<file path="src/inc/adsq_pkg.sv">
// Shared constants and helpers of the converter sequencer
package adsq_pkg;
  localparam logic [7:0] OFS_CONTROL_ONE     = 8'h00;
  localparam logic [7:0] OFS_SEQUENCE_CONFIG = 8'h04;
  localparam logic [7:0] OFS_EXTRA_CONFIG    = 8'h08;
  localparam logic [7:0] OFS_INPUT_ENABLE    = 8'h0C;
  localparam logic [7:0] OFS_RESULT_LOW      = 8'h10;
  localparam logic [7:0] OFS_RESULT_HIGH     = 8'h14;

  localparam int CTL_EOC_BIT   = 7;
  localparam int CTL_START_BIT = 6;
  localparam int CTL_SEL_LSB   = 4;
  localparam int CFG_REF_LSB   = 6;
  localparam int CFG_DEC_LSB   = 4;
  localparam int CFG_CH_LSB    = 0;
  localparam int RES_LOW_LSB   = 2;

  localparam logic [1:0] START_SEL_RST    = 2'h3;
  localparam logic [7:0] CFG_RST          = 8'h00;
  localparam logic [7:0] INPUT_ENABLE_RST = 8'h00;

  localparam logic [1:0] SEL_EXT_PIN    = 2'h0;
  localparam logic [1:0] SEL_FULL_SPEED = 2'h1;
  localparam logic [1:0] SEL_TIMER      = 2'h2;
  localparam logic [1:0] SEL_SOFTWARE   = 2'h3;

  localparam logic [2:0] CLK_DIV_LAST  = 3'h5;
  localparam logic [2:0] CLK_DIV_HALF  = 3'h3;
  localparam logic [9:0] SETTLE_CYCLES = 10'h010;

  localparam logic [3:0] CH_FIRST_DIFF = 4'h8;
  localparam logic [3:0] CH_GROUP_LAST = 4'hC;
  localparam logic [13:0] RES_MAX     = 14'h1FFF;
  localparam logic [13:0] RES_MIN     = 14'h2000;

  localparam logic [1:0] DEC_RATE_64  = 2'h0;
  localparam logic [1:0] DEC_RATE_128 = 2'h1;
  localparam logic [1:0] DEC_RATE_256 = 2'h2;

  // Filter length in converter clocks for a decimation select
  function automatic logic [9:0] rate_cycles(input logic [1:0] dec);
    if (dec == DEC_RATE_64) rate_cycles = 10'h040;
    else if (dec == DEC_RATE_128) rate_cycles = 10'h080;
    else if (dec == DEC_RATE_256) rate_cycles = 10'h100;
    else rate_cycles = 10'h200;
  endfunction

  // Left shift that brings a filter sum to the 14-bit full scale
  function automatic logic [2:0] rate_shift(input logic [1:0] dec);
    rate_shift = 3'h7 - {1'b0, dec};
  endfunction
endpackage

</file>
<file path="src/hdl/adsq_clkdiv.sv">
// Divide-by-six converter clock and its tick
module adsq_clkdiv import adsq_pkg::*; (
  input  wire logic core_clk,
  input  wire logic rst_n,
  output logic      conv_clk,
  output logic      conv_tick
);
  typedef struct packed {
    logic [2:0] cnt;
    logic       clk;
    logic       tick;
  } adsq_div_t;

  // Reset sits at the wrap point so the first high phase after reset is full length
  localparam adsq_div_t DIV_RST = '{cnt: CLK_DIV_LAST, default: '0};

  adsq_div_t s_q, s_d;

  always_comb begin
    s_d      = s_q;
    s_d.tick = (s_q.cnt == CLK_DIV_LAST);
    s_d.cnt  = s_d.tick ? 3'h0 : s_q.cnt + 3'h1;
    s_d.clk  = (s_d.cnt < CLK_DIV_HALF);
  end

  always_ff @(posedge core_clk or negedge rst_n) begin
    if (!rst_n) begin
      s_q <= DIV_RST;
    end else begin
      s_q <= s_d;
    end
  end

  assign conv_clk  = s_q.clk;
  assign conv_tick = s_q.tick;
endmodule

</file>
<file path="src/hdl/adsq_conv.sv">
// One conversion: settling, modulator decimation and result scaling
module adsq_conv import adsq_pkg::*; (
  input  wire logic        core_clk,
  input  wire logic        rst_n,
  input  wire logic        conv_tick,
  input  wire logic        start,
  input  wire logic [1:0]  dec_sel,
  input  wire logic        single_ended,
  input  wire logic        mod_bit,
  output logic             busy,
  output logic             done,
  output logic [13:0]      result
);
  typedef enum logic [1:0] {CV_IDLE = 2'b00, CV_SETTLE = 2'b01, CV_FILTER = 2'b10} adsq_cv_t;
  typedef struct packed {
    adsq_cv_t    state;
    logic [9:0]  cnt;
    logic [9:0]  ones;
    logic [1:0]  dec;
    logic        se;
    logic        done;
    logic [13:0] res;
  } adsq_conv_t;

  localparam adsq_conv_t CONV_RST = '{state: CV_IDLE, default: '0};

  adsq_conv_t s_q, s_d;
  logic [9:0]         ones_n;
  logic signed [11:0] diff;
  logic signed [19:0] scaled;

  always_comb begin
    s_d    = s_q;
    s_d.done = 1'b0;
    ones_n = s_q.ones + {9'h000, mod_bit};
    diff   = $signed({1'b0, ones_n, 1'b0}) - $signed({2'b00, rate_cycles(s_q.dec)});
    scaled = 20'(diff) <<< rate_shift(s_q.dec);
    case (s_q.state)
      CV_IDLE: begin
        if (start) begin
          s_d.state = CV_SETTLE;
          s_d.cnt   = 10'h000;
          s_d.dec   = dec_sel;
          s_d.se    = single_ended;
        end
      end
      CV_SETTLE: begin
        if (conv_tick) begin
          s_d.cnt = s_q.cnt + 10'h001;
          if (s_q.cnt == SETTLE_CYCLES - 10'h001) begin
            s_d.state = CV_FILTER;
            s_d.cnt   = 10'h000;
            s_d.ones  = 10'h000;
          end
        end
      end
      CV_FILTER: begin
        if (conv_tick) begin
          s_d.cnt  = s_q.cnt + 10'h001;
          s_d.ones = ones_n;
          if (s_q.cnt == rate_cycles(s_q.dec) - 10'h001) begin
            s_d.state = CV_IDLE;
            s_d.done  = 1'b1;
            // Two's complement, clipped to the 14-bit range
            if (s_q.se && scaled < 0) s_d.res = 14'h0000;
            else if (scaled > $signed({6'h00, RES_MAX})) s_d.res = RES_MAX;
            else if (scaled < -$signed({6'h00, RES_MIN})) s_d.res = RES_MIN;
            else s_d.res = scaled[13:0];
          end
        end
      end
      default: s_d.state = CV_IDLE;
    endcase
  end

  always_ff @(posedge core_clk or negedge rst_n) begin
    if (!rst_n) begin
      s_q <= CONV_RST;
    end else begin
      s_q <= s_d;
    end
  end

  assign busy   = (s_q.state != CV_IDLE);
  assign done   = s_q.done;
  assign result = s_q.res;
endmodule

</file>
<file path="src/hdl/adsq_sequencer.sv">
// Converter sequencer: registers, start logic, channel walk, DMA and interrupt
// Notes on behaviour
// - Last channel below 8: sequence converts channels 0 up to it.
// - Channels 0-7 single, 8-11 pairs, 12-15 ground, reference, temperature, supply.
// - Last channel 8-12 starts at 8; above 12 converts that one only.
// - A pending extra conversion runs as soon as the sequence finishes.
// - Writing the extra configuration launches it; fields coded as sequence config.
// - Disabled inputs are skipped in a sequence; pairs need both pins enabled.
// - Done flag set at conversion end, cleared by reading result high byte.
// - Software start needs select 11 and idle; bit clears when sequence ends.
// - Select picks pin edge, previous end, timer compare or software start.
// - Results are two's complement, 8191 to -8192 at full scale.
// - Single-ended inputs give non-negative results only.
// - Last-channel read gives last converted, plus one when written below 12.
// - Converter clock is the system clock divided by six.
// - Filter takes as many converter clocks as the decimation rate.
// - Every conversion first waits 16 converter clocks for settling.
// - Extra conversion end requests an interrupt; sequence ends do not.
// - Sequence conversion end gives a DMA trigger; extra conversion none.
// - Channels 0-7 each have their own DMA trigger on new sample.
// - Any sequence conversion also pulses the any-channel DMA trigger.
// - Decimation select sets result resolution from 6 to 9 bits.
// - Low byte holds result 5:0 in bits 7:2; high byte holds 13:6.
module adsq_sequencer import adsq_pkg::*; (
  input  wire logic        core_clk,
  input  wire logic        rst_n,
  input  wire logic        wb_cyc_i,
  input  wire logic        wb_stb_i,
  input  wire logic        wb_we_i,
  input  wire logic [7:0]  wb_adr_i,
  input  wire logic [3:0]  wb_sel_i,
  input  wire logic [31:0] wb_dat_i,
  output logic [31:0]      wb_dat_o,
  output logic             wb_ack_o,
  input  wire logic        external_trigger_pin,
  input  wire logic        timer_compare_event,
  input  wire logic        modulator_bit,
  output logic             converter_clk,
  output logic [3:0]       mux_channel,
  output logic [1:0]       mux_reference,
  output logic [7:0]       per_channel_dma_trigger,
  output logic             any_channel_dma_trigger,
  output logic             conversion_irq
);
  typedef enum logic [1:0] {SQ_IDLE = 2'b00, SQ_SEQ = 2'b01, SQ_EXTRA = 2'b10} adsq_sq_t;
  typedef struct packed {
    adsq_sq_t    state;
    logic        ack;
    logic [7:0]  dat;
    logic        trig_s1;
    logic        trig_s2;
    logic        trig_s3;
    logic        mod_s1;
    logic        mod_s2;
    logic        eoc;
    logic        st;
    logic [1:0]  sel;
    logic [1:0]  seq_ref;
    logic [1:0]  seq_dec;
    logic [3:0]  sch_wr;
    logic [3:0]  sch_rd;
    logic [1:0]  x_ref;
    logic [1:0]  x_dec;
    logic [3:0]  x_ch;
    logic        x_pend;
    logic [7:0]  ain_en;
    logic [13:0] res;
    logic [3:0]  cur_ch;
    logic        go;
    logic [1:0]  go_dec;
    logic [7:0]  dma_ch;
    logic        dma_any;
    logic        irq;
  } adsq_seq_t;

  localparam adsq_seq_t SEQ_RST = '{state: SQ_IDLE, sel: START_SEL_RST,
                                    ain_en: INPUT_ENABLE_RST, default: '0};

  adsq_seq_t s_q, s_d;
  logic        tick;
  logic        cv_busy;
  logic        cv_done;
  logic [13:0] cv_res;
  logic        bus_req;
  logic        bus_wr;
  logic        bus_rd;
  logic [7:0]  wdat;
  logic        trigger;
  logic [4:0]  pick;

  ////////////////////////////////////////////////////////////////////////////
  // Channel helpers

  // Pairs need both pins; ground and internal sources always convert
  function automatic logic ch_enabled(input logic [3:0] ch, input logic [7:0] en);
    if (ch < CH_FIRST_DIFF) ch_enabled = en[ch[2:0]];
    else if (ch < CH_GROUP_LAST) ch_enabled = &en[{ch[1:0], 1'b0} +: 2];
    else ch_enabled = 1'b1;
  endfunction

  // First enabled channel at or above 'from' and up to 'last'; bit 4 flags a hit
  function automatic logic [4:0] next_ch(input logic [4:0] from, input logic [3:0] last,
                                         input logic [7:0] en);
    next_ch = 5'h00;
    for (int i = 0; i < 16; i++) begin
      if (!next_ch[4] && 5'(i) >= from && 4'(i) <= last && ch_enabled(4'(i), en)) begin
        next_ch = {1'b1, 4'(i)};
      end
    end
  endfunction

  // Where a sequence begins for a given last-channel setting
  function automatic logic [4:0] seq_first(input logic [3:0] last);
    if (last < CH_FIRST_DIFF) seq_first = 5'h00;
    else if (last <= CH_GROUP_LAST) seq_first = {1'b0, CH_FIRST_DIFF};
    else seq_first = {1'b0, last};
  endfunction

  ////////////////////////////////////////////////////////////////////////////
  // Converter core

  adsq_clkdiv u_clkdiv (
    .core_clk  (core_clk),
    .rst_n     (rst_n),
    .conv_clk  (converter_clk),
    .conv_tick (tick)
  );

  adsq_conv u_conv (
    .core_clk     (core_clk),
    .rst_n        (rst_n),
    .conv_tick    (tick),
    .start        (s_q.go),
    .dec_sel      (s_q.go_dec),
    .single_ended (s_q.cur_ch < CH_FIRST_DIFF),
    .mod_bit      (s_q.mod_s2),
    .busy         (cv_busy),
    .done         (cv_done),
    .result       (cv_res)
  );

  ////////////////////////////////////////////////////////////////////////////
  // Bus decode and next state

  // Writes and read side effects land on the edge where the master sees ack
  assign bus_req = wb_cyc_i && wb_stb_i;
  assign bus_wr  = bus_req && s_q.ack && wb_we_i && wb_sel_i[0];
  assign bus_rd  = bus_req && s_q.ack && !wb_we_i;
  assign wdat    = wb_dat_i[7:0];

  always_comb begin
    s_d         = s_q;
    s_d.go      = 1'b0;
    s_d.dma_ch  = 8'h00;
    s_d.dma_any = 1'b0;
    s_d.irq     = 1'b0;
    pick        = 5'h00;
    s_d.trig_s1 = external_trigger_pin;
    s_d.trig_s2 = s_q.trig_s1;
    s_d.trig_s3 = s_q.trig_s2;
    s_d.mod_s1  = modulator_bit;
    s_d.mod_s2  = s_q.mod_s1;

    // Registered ack and read data, one wait cycle per access
    s_d.ack = bus_req && !s_q.ack;
    s_d.dat = 8'h00;
    if (wb_adr_i == OFS_CONTROL_ONE) begin
      s_d.dat = {s_q.eoc, s_q.st, s_q.sel, 4'h0};
    end else if (wb_adr_i == OFS_SEQUENCE_CONFIG) begin
      s_d.dat = {s_q.seq_ref, s_q.seq_dec, s_q.sch_rd};
    end else if (wb_adr_i == OFS_EXTRA_CONFIG) begin
      s_d.dat = {s_q.x_ref, s_q.x_dec, s_q.x_ch};
    end else if (wb_adr_i == OFS_INPUT_ENABLE) begin
      s_d.dat = s_q.ain_en;
    end else if (wb_adr_i == OFS_RESULT_LOW) begin
      s_d.dat = {s_q.res[5:0], 2'b00};
    end else if (wb_adr_i == OFS_RESULT_HIGH) begin
      s_d.dat = s_q.res[13:6];
    end

    // Register writes; unmapped addresses are acknowledged and ignored
    if (bus_wr) begin
      if (wb_adr_i == OFS_CONTROL_ONE) begin
        s_d.sel = wdat[CTL_SEL_LSB +: 2];
        if (wdat[CTL_START_BIT]) s_d.st = 1'b1;
      end else if (wb_adr_i == OFS_SEQUENCE_CONFIG) begin
        s_d.seq_ref = wdat[CFG_REF_LSB +: 2];
        s_d.seq_dec = wdat[CFG_DEC_LSB +: 2];
        s_d.sch_wr  = wdat[CFG_CH_LSB +: 4];
        s_d.sch_rd  = wdat[CFG_CH_LSB +: 4];
      end else if (wb_adr_i == OFS_EXTRA_CONFIG) begin
        s_d.x_ref  = wdat[CFG_REF_LSB +: 2];
        s_d.x_dec  = wdat[CFG_DEC_LSB +: 2];
        s_d.x_ch   = wdat[CFG_CH_LSB +: 4];
        s_d.x_pend = 1'b1;
      end else if (wb_adr_i == OFS_INPUT_ENABLE) begin
        s_d.ain_en = wdat;
      end
    end

    // Done flag: reading the high byte clears, a completing conversion wins
    if (bus_rd && wb_adr_i == OFS_RESULT_HIGH) s_d.eoc = 1'b0;
    if (cv_done) begin
      s_d.eoc = 1'b1;
      s_d.res = cv_res;
    end

    // Start event per source; while converting none is seen
    case (s_q.sel)
      SEL_EXT_PIN:    trigger = s_q.trig_s2 && !s_q.trig_s3;
      SEL_FULL_SPEED: trigger = 1'b1;
      SEL_TIMER:      trigger = timer_compare_event;
      default:        trigger = s_q.st;
    endcase

    case (s_q.state)
      SQ_IDLE: begin
        if (s_q.x_pend) begin
          s_d.x_pend = 1'b0;
          s_d.state  = SQ_EXTRA;
          s_d.go     = 1'b1;
          s_d.go_dec = s_q.x_dec;
          s_d.cur_ch = s_q.x_ch;
        end else if (trigger && !cv_busy) begin
          pick = next_ch(seq_first(s_q.sch_wr), s_q.sch_wr, s_q.ain_en);
          if (pick[4]) begin
            s_d.state  = SQ_SEQ;
            s_d.go     = 1'b1;
            s_d.go_dec = s_q.seq_dec;
            s_d.cur_ch = pick[3:0];
          end else begin
            s_d.st = 1'b0;
          end
        end
      end
      SQ_SEQ: begin
        if (cv_done) begin
          s_d.dma_any = 1'b1;
          if (s_q.cur_ch < CH_FIRST_DIFF) s_d.dma_ch[s_q.cur_ch[2:0]] = 1'b1;
          s_d.sch_rd = (s_q.sch_wr < CH_GROUP_LAST) ? s_q.cur_ch + 4'h1 : s_q.cur_ch;
          pick = next_ch({1'b0, s_q.cur_ch} + 5'h01, s_q.sch_wr, s_q.ain_en);
          if (pick[4]) begin
            s_d.go     = 1'b1;
            s_d.go_dec = s_q.seq_dec;
            s_d.cur_ch = pick[3:0];
          end else if (s_q.x_pend || s_d.x_pend) begin
            s_d.st     = 1'b0;
            s_d.x_pend = 1'b0;
            s_d.state  = SQ_EXTRA;
            s_d.go     = 1'b1;
            s_d.go_dec = s_d.x_dec;
            s_d.cur_ch = s_d.x_ch;
          end else begin
            s_d.st    = 1'b0;
            s_d.state = SQ_IDLE;
          end
        end
      end
      SQ_EXTRA: begin
        if (cv_done) begin
          s_d.irq   = 1'b1;
          s_d.state = SQ_IDLE;
        end
      end
      default: s_d.state = SQ_IDLE;
    endcase
  end

  ////////////////////////////////////////////////////////////////////////////
  // State register

  always_ff @(posedge core_clk or negedge rst_n) begin
    if (!rst_n) begin
      s_q <= SEQ_RST;
    end else begin
      s_q <= s_d;
    end
  end

  ////////////////////////////////////////////////////////////////////////////
  // Outputs

  // Reference follows the conversion in flight; changing it mid-way is unsafe
  assign mux_channel             = s_q.cur_ch;
  assign mux_reference           = (s_q.state == SQ_EXTRA) ? s_q.x_ref : s_q.seq_ref;
  assign wb_ack_o                = s_q.ack;
  assign wb_dat_o                = {24'h000000, s_q.dat};
  assign per_channel_dma_trigger = s_q.dma_ch;
  assign any_channel_dma_trigger = s_q.dma_any;
  assign conversion_irq          = s_q.irq;
endmodule

</file>
<file path="config.mk">
export PLATFORM = sky130hd
export DESIGN_NAME = adsq_sequencer
export DESIGN_NICKNAME = d
export VERILOG_FILES = /design/src/inc/adsq_pkg.sv /design/src/hdl/adsq_clkdiv.sv /design/src/hdl/adsq_conv.sv /design/src/hdl/adsq_sequencer.sv
export SDC_FILE = /design/constraint.sdc
export NUM_CORES = 1
export LEC_CHECK = 0
export ABC_AREA = 1
export BUFFER_PORTS_ARGS = -buffer_cell sky130_fd_sc_hd__clkbuf_2
export CAP_MARGIN = 40
export CORE_MARGIN = 1
export CORE_UTILIZATION = 45
export DETAILED_ROUTE_END_ITERATION = 12
export PLACE_DENSITY = 0.74
export REMOVE_ABC_BUFFERS = 1
export SLEW_MARGIN = 20
export SYNTH_ARGS = -nofsm -noshare
export SYNTH_HDL_FRONTEND = slang
export SYNTH_SLANG_ARGS = --single-unit
</file>
<file path="constraint.sdc">
create_clock -name core_clk -period 6.4 [get_ports core_clk]
set_input_delay 1.28 -clock core_clk [delete_from_list [all_inputs] [get_ports core_clk]]
set_output_delay 1.28 -clock core_clk [all_outputs]
set_load 0.05 [all_outputs]
</file>
==> results of run 1 <==
==> cells by family (layout without fill, tap and decap cells) <==
family | count (synthesis) | count (layout) | share of synthesized area, %
AO/OA/AOI/OAI | 161 | 161 | 13.0
XOR/XNOR | 5 | 5 | 0.608
adder cells (fa/ha/maj) | 16 | 16 | 2.88
buffers and inverters | 199 | 222 | 12.8
flip-flops | 117 | 117 | 40.7
other | 1 | 24 | 0.0521
AND/OR/NAND/NOR | 478 | 478 | 29.9
==> sequential cells by signal, summed over array words and instances (netlist names), 3 cells and up <==
| register | cells |
|---|---|
| u_conv.result | 10 |
| u_conv.s_q | 25 |
| mux_channel | 4 |
| s_d | 3 |
| s_q | 50 |
| u_clkdiv.s_q | 3 |
| wb_dat_o | 8 |
| per_channel_dma_trigger | 8 |
==> worst paths after layout <==
kind | to | slack, ns | cells past startpoint
max | u_conv.result[5] | 2.76 | 23
min | s_q[64] | 0.35 | 0
max reg2reg | u_conv.result[5] | 2.76 | 23
min reg2reg | s_q[64] | 0.35 | 0
max in group asynchronous | s_q[60] | 4.45 | 3
min in group asynchronous | per_channel_dma_trigger[3] | 0.80 | 1
==> per-layer routing <==
layer | global-route usage, % | share of wire [%] | vias to the layer above
li1 | - | - | 3182
met2 | 32.8 | 44 | 181
met1 | 29.6 | 49 | 2882
met4 | 7.13 | 1.5 | 0
met3 | 5.24 | 5.5 | 25
met5 | 0 | 0 | -
==> layout by cell type (no fill, tap or decap), types with 5 or more instances in the layout <==
| master | instances |
|---|---|
| conb_1 | 24 |
| nor3_1 | 16 |
| clkbuf_2 | 49 |
| nand2_1 | 235 |
| nand2_2 | 12 |
| dfrtp_1 | 113 |
| clkbuf_8 | 7 |
| o22ai_1 | 10 |
| inv_1 | 129 |
| a21oi_1 | 39 |
| nand4_1 | 16 |
| ha_1 | 15 |
| o21ai_0 | 74 |
| nor4_1 | 8 |
| clkbuf_1 | 6 |
| o221ai_1 | 9 |
| xor2_1 | 5 |
| nor2_1 | 103 |
| nor2_4 | 6 |
| nand3_1 | 60 |
| clkbuf_16 | 17 |
==> layout make-up <==
cell class                 instances  area share, %
sequential                       117           36.6
clock inverter                     2          0.437
tap                              211           3.29
clock buffer                      30           6.79
multi-input combinational        684           42.8
timing repair buffer              53           3.68
inverter                         137           6.43
==> synthesized netlist by cell type, types with 3 or more instances <==
library cell / count
a21oi_1: 39
a31oi_1: 3
buf_4: 46
clkbuf_1: 14
clkinv_1: 3
dfrtp_1: 113
dfstp_2: 4
ha_1: 15
inv_1: 129
inv_2: 4
nand2_1: 235
nand2_2: 12
nand3_1: 60
nand3b_1: 4
nand4_1: 16
nor2_1: 103
nor2_2: 4
nor2_4: 6
nor3_1: 16
nor4_1: 8
o2111ai_1: 3
o211ai_1: 4
o21a_1: 3
o21ai_0: 74
o21ai_2: 4
o221ai_1: 9
o22ai_1: 10
o31ai_1: 3
xor2_1: 5
==> report_power, final <==
group          leakage, nW  internal, mW  total, mW  switching (mW)
clock                0.285         0.605      0.912           0.307
combinational         2.22         0.247      0.846           0.599
sequential            1.55         0.781      0.869          0.0873
total                 4.05          1.63       2.63           0.993
==> flow_metrics.tcl, run 1 <==
set metrics [dict create \
    status "finished clean" \
    cts.clk_slew.worst_paths_ns 0.05 \
    critPathMaxStageDelay_ns 0.35 \
    p_leak_nw 4.05 \
    clock_path_buffers 2 \
    critPathRequiredTime_ns 6.70 \
    timing.final.ws_setup_ns 2.76 \
    syn-instance-count 977 \
    synth_warnings 0 \
    boundaryPins 102 \
    cts_htree_levels 4 \
    port_buffers 50 \
    synthDistinctLibCells 52 \
    multiInputGateArea_um2 3430 \
    cp_data_arrival_time_ns 3.94 \
    cp.buffers_inverters 1 \
    cts_num_sinks 117 \
    grt.total_usage_pct 21.4 \
    grt_pass1_wl_mm 27.6 \
    firstDrtPassIters 5 \
    startpoint_type "flop" \
    pre_cts_ws_ns 2.83 \
    core-area_um2 15400 \
    dpl.hpwl_mm 12.8 \
    wl_per_cell_um 13.6 \
    num-nets-final 1078 \
    cts_tree "built" \
    via_per_inst 5.08 \
    hp-class "reg -> reg" \
    worst_pin_slew_ns 0.656 \
    crit_fanout 9 \
    numPlacedInstances 1202 \
    synth-edff-count 0 \
    vias 6270 \
    min-delay-start "s_d[64]" \
    grt_setup_unrepaired "no" \
    ant_nets 0 \
    synth_top_area_share_pct 39.3 \
    hold-worst-slack_ns 0.346 \
    fillerInstances 1524 \
    final.period_utilization_pct 56.9 \
    cts-resized-gates 0 \
    critPathLaunch "s_q[64]" \
    synth_area_um2 7200 \
    crit_slowest_cell "dfrtp_1" \
    drv_slew 0 \
    dieArea_um2 16500 \
    drt_iter0_drc 516 \
    syn2layout_area_growth_pct 11.4 \
    grt_pass1_vias 5656 \
    grt_max_degree 46 \
    finalSetupTns_ns 0 \
    synth_ff_type "dfrtp_1" \
    ctsHoldBuffers 0 \
    fin_skew_ns 0.00664 \
    final_cells 1234 \
    irDropWorstVdd_uv 208 \
    remaining_drc_errors 0 \
    drv_cap 0 \
    slew_headroom_pct 56.0 \
    hold_violations 0 \
    cts_setup_buffers 0 \
    crit_type "reg -> reg" \
    grt.overflow.total 0 \
    cpMostUsedCell "nand2_1" \
    die_h_um 129 \
    ys_seq_area_share_pct 40.7 \
    rows 45 \
    drive_gt1_share_pct 12.2 \
    cp_cell_sequence "ha_1 > ha_1 > nand2_1 > nor3_1 > nand3_1 > nor2_1 > xor2_1 > inv_1 > ha_1 > nand2_1 > nand2_1 > a31oi_1 > nand3_1 > nand2_1 > nand2_1 > nand2_1 > nand2_1 > o21ai_1 > nand4_1 > nand2_1 > o31ai_1 > nand2_1 > nand2_1" \
    fin_area_um2 8020 \
    fin_crit_ns 3.64 \
    worstSkewPairLatency_ns 0.41 \
    final_core_util_pct 52.0 \
    async_flop_share_pct 100 \
    cts_buffers 17 \
    ys_ff_latch 117 \
    postRouteWirelength_mm 16.8 \
    n_antenna_cell 0 \
    placed_area_um2 7440 \
    clock-root-buffer "clkbuf_16" \
    avgSynthCellArea_um2 7.37 \
    synthTopCellsByArea "dfrtp_1 39%, nand2_1 12%, inv_1 6.7%" \
    cp-end-kind "flop" \
    fmax_mhz 274 \
    gp_routability_congestion 0.939 \
    critPathTopFamily "simple AND/OR/NAND/NOR gates" \
    start_util_pct 46.7 \
    die_w_um 129 \
    antenna_found_initial 0 \
    reg2reg_from "s_q[64]" \
    finalSetupViolCount 0 \
    finalPower_mw 2.63 \
    synth_top_area_cell "dfrtp_1" \
    seqCellArea_um2 2930 \
    p_per_area_nw_per_um2 328 \
]
Note: power is estimated with default switching activity, not from simulation.
==> run 2, diff against run 1 <==
--- a/config.mk
+++ b/config.mk
@@ -11,7 +11,7 @@
 export CORE_MARGIN = 1
 export CORE_UTILIZATION = 45
 export DETAILED_ROUTE_END_ITERATION = 12
-export PLACE_DENSITY = 0.74
+export PLACE_DENSITY = 0.77
 export REMOVE_ABC_BUFFERS = 1
 export SLEW_MARGIN = 20
 export SYNTH_ARGS = -nofsm -noshare
==> constraint.sdc (replaced) <==
create_clock -name core_clk -period 3.26 [get_ports core_clk]
set_input_delay 0.652 -clock core_clk [delete_from_list [all_inputs] [get_ports core_clk]]
set_output_delay 0.652 -clock core_clk [all_outputs]
set_load 0.05 [all_outputs]
==> flow_metrics.tcl, run 2 (synthesized netlist as in run 1, its figures left out) <==
set metrics [dict create \
    status "finished clean" \
    drv_cap 0 \
    vias 6568 \
    timing.final.ws_setup_ns 0.0335 \
    cp_data_arrival_time_ns 3.54 \
    clock-root-buffer "clkbuf_16" \
    cts_buffers 17 \
    drv_slew 0 \
    grt.total_usage_pct 21.8 \
    cts_num_sinks 117 \
    grt_pass1_vias 5705 \
    start_util_pct 46.7 \
    crit_type "reg -> reg" \
    postRouteWirelength_mm 17.6 \
    cts_htree_levels 4 \
    finalSetupTns_ns 0 \
    reg2reg_to "u_conv.result[5]" \
    n_antenna_cell 0 \
    irDropWorstVdd_uv 362 \
    die_w_um 129 \
    final.period_utilization_pct 99.0 \
    dpl.hpwl_mm 12.8 \
    fmax_mhz 310 \
    gp_routability_congestion 0.899 \
    firstDrtPassIters 6 \
    final_cell_mix "228 x nand2_1, 128 x inv_1, 113 x dfrtp_1, 100 x nor2_1, 71 x o21ai_0" \
    cts_tree "built" \
    p_per_area_nw_per_um2 674 \
    reg2reg_slack_ns 0.03 \
    grt.overflow.total 0 \
    clock_path_buffers 2 \
    largest_reg_flops 50 \
    ant_nets 0 \
    remaining_drc_errors 0 \
    fin_crit_ns 3.23 \
    hp-class "in -> async" \
    die_h_um 129 \
    final_common_cell "nand2_1" \
    grt_setup_unrepaired "yes" \
    crit_fanout 5 \
    grt_pass1_wl_mm 28.1 \
    port_buffers 50 \
    hold_violations 0 \
    antenna_found_initial 0 \
    cts.clk_slew.worst_paths_ns 0.05 \
    drt_iter0_drc 489 \
    finalSetupViolCount 0 \
    grt_max_degree 65 \
    via_per_inst 5.25 \
    critPathRequiredTime_ns 3.57 \
    dieArea_um2 16500 \
    r2r_cells 25 \
    worst_pin_slew_ns 0.649 \
    cp-end-kind "flop" \
    cts_setup_buffers 0 \
    pre_cts_ws_ns -0.0460 \
    startpoint_type "flop" \
    reg2reg_from "u_conv.s_q[18]" \
    regMostFlops "s_q" \
    hold-worst-slack_ns 0.0691 \
    rows 45 \
    drive_gt1_share_pct 16.7 \
    boundaryPins 102 \
    slew_headroom_pct 56.7 \
    fin_skew_ns 0.00708 \
    core-area_um2 15400 \
    p_leak_nw 4.20 \
    wl_per_cell_um 14.1 \
    num-nets-final 1094 \
    worstSkewPairLatency_ns 0.42 \
    syn2layout_area_growth_pct 15.8 \
]
-- run 2: changes by cell type in the layout (fill, tap and decap cells not counted), sizes merged --
| cell | delta |
|---|---|
| clkinvlp | +4 |
| buf | +15 |
| clkinv | +3 |
| bufinv | +3 |
| nand2 | +1 |
| clkbuf | -10 |
-- run 2: worst max-delay path by stage --
stage / start / endpoint / slack [ns] / depth (start not counted)
5_1_grt: u_conv.s_q[18] / u_conv.result[5] / -0.30 / 26
3_3_place_gp: u_conv.s_q[18] / u_conv.result[5] / -0.004 / 23
3_5_place_dp: u_conv.s_q[18] / u_conv.result[5] / -0.05 / 23
4_1_cts: u_conv.s_q[18] / u_conv.result[7] / 0.04 / 23
2_1_floorplan: u_conv.s_q[18] / u_conv.result[5] / 0.24 / 23
6_report: u_conv.s_q[18] / u_conv.result[5] / 0.03 / 25
-- run 2: per-stage QoR --
step	instances	utilization (%)	cell area [um^2]	total power, mW
after floorplan	938	-	6880	2.99
after global placement	1217	48.9	7550	3.43
after detailed placement	1217	48.9	7550	3.47
after CTS	1249	53.1	8190	5.47
after global routing	1250	54.1	8340	5.96
final	1250	54.1	8340	5.62
-- run 2: cell type report --
class | count | area (um^2)
clock inverters | 12 | 178
flip-flops and latches | 117 | 2930
multi-input cells | 685 | 3600
fillers | 1482 | 7080
well taps | 211 | 264
clock buffers | 20 | 457
repair buffers | 68 | 400
inverters | 137 | 515
-- run 2: worst max-delay path: stages (launching register included) --
cell and delay, ns:
dfrtp_1 0.38, ha_4 0.17, nand2_4 0.05, nor2_2 0.15, nand4_1 0.15, nor2_2 0.21
xor2_2 0.18, inv_2 0.07, ha_4 0.28, nand2_1 0.05, nor2_1 0.11, nor2_2 0.05
nor2_1 0.11, inv_1 0.06, nand2_1 0.06, inv_1 0.05, nand2_1 0.07, o21ai_2 0.06
nand2_1 0.08, o21ai_2 0.09, a21oi_2 0.15, nand4_1 0.15, nand2_2 0.17, o31ai_2 0.09
nand2_2 0.08, nand2_1 0.05
-- run 2: where the power goes --
| group | internal, mW | leakage [nW] | switching, mW |
|---|---|---|---|
| clock | 1.32 | 0.298 | 0.660 |
| combinational | 0.614 | 2.35 | 1.39 |
| sequential | 1.53 | 1.55 | 0.108 |
-- run 2: timing repair --
| action | in CTS | in global routing |
|---|---|---|
| resized for setup | 2 | 35 |
| hold endpoints to repair | 0 | 0 |
| hold buffers | 0 | 0 |
| endpoints found under the setup margin | 8 | 9 |
| cloned | 0 | 1 |
| pin swaps | 0 | 28 |
-- run 2: metal layers --
layer	global-route usage [%]	wire length (um)
met3	5.90	1160
met1	29.9	8140
met2	33.3	7930
met4	7.27	386
met5	0	0
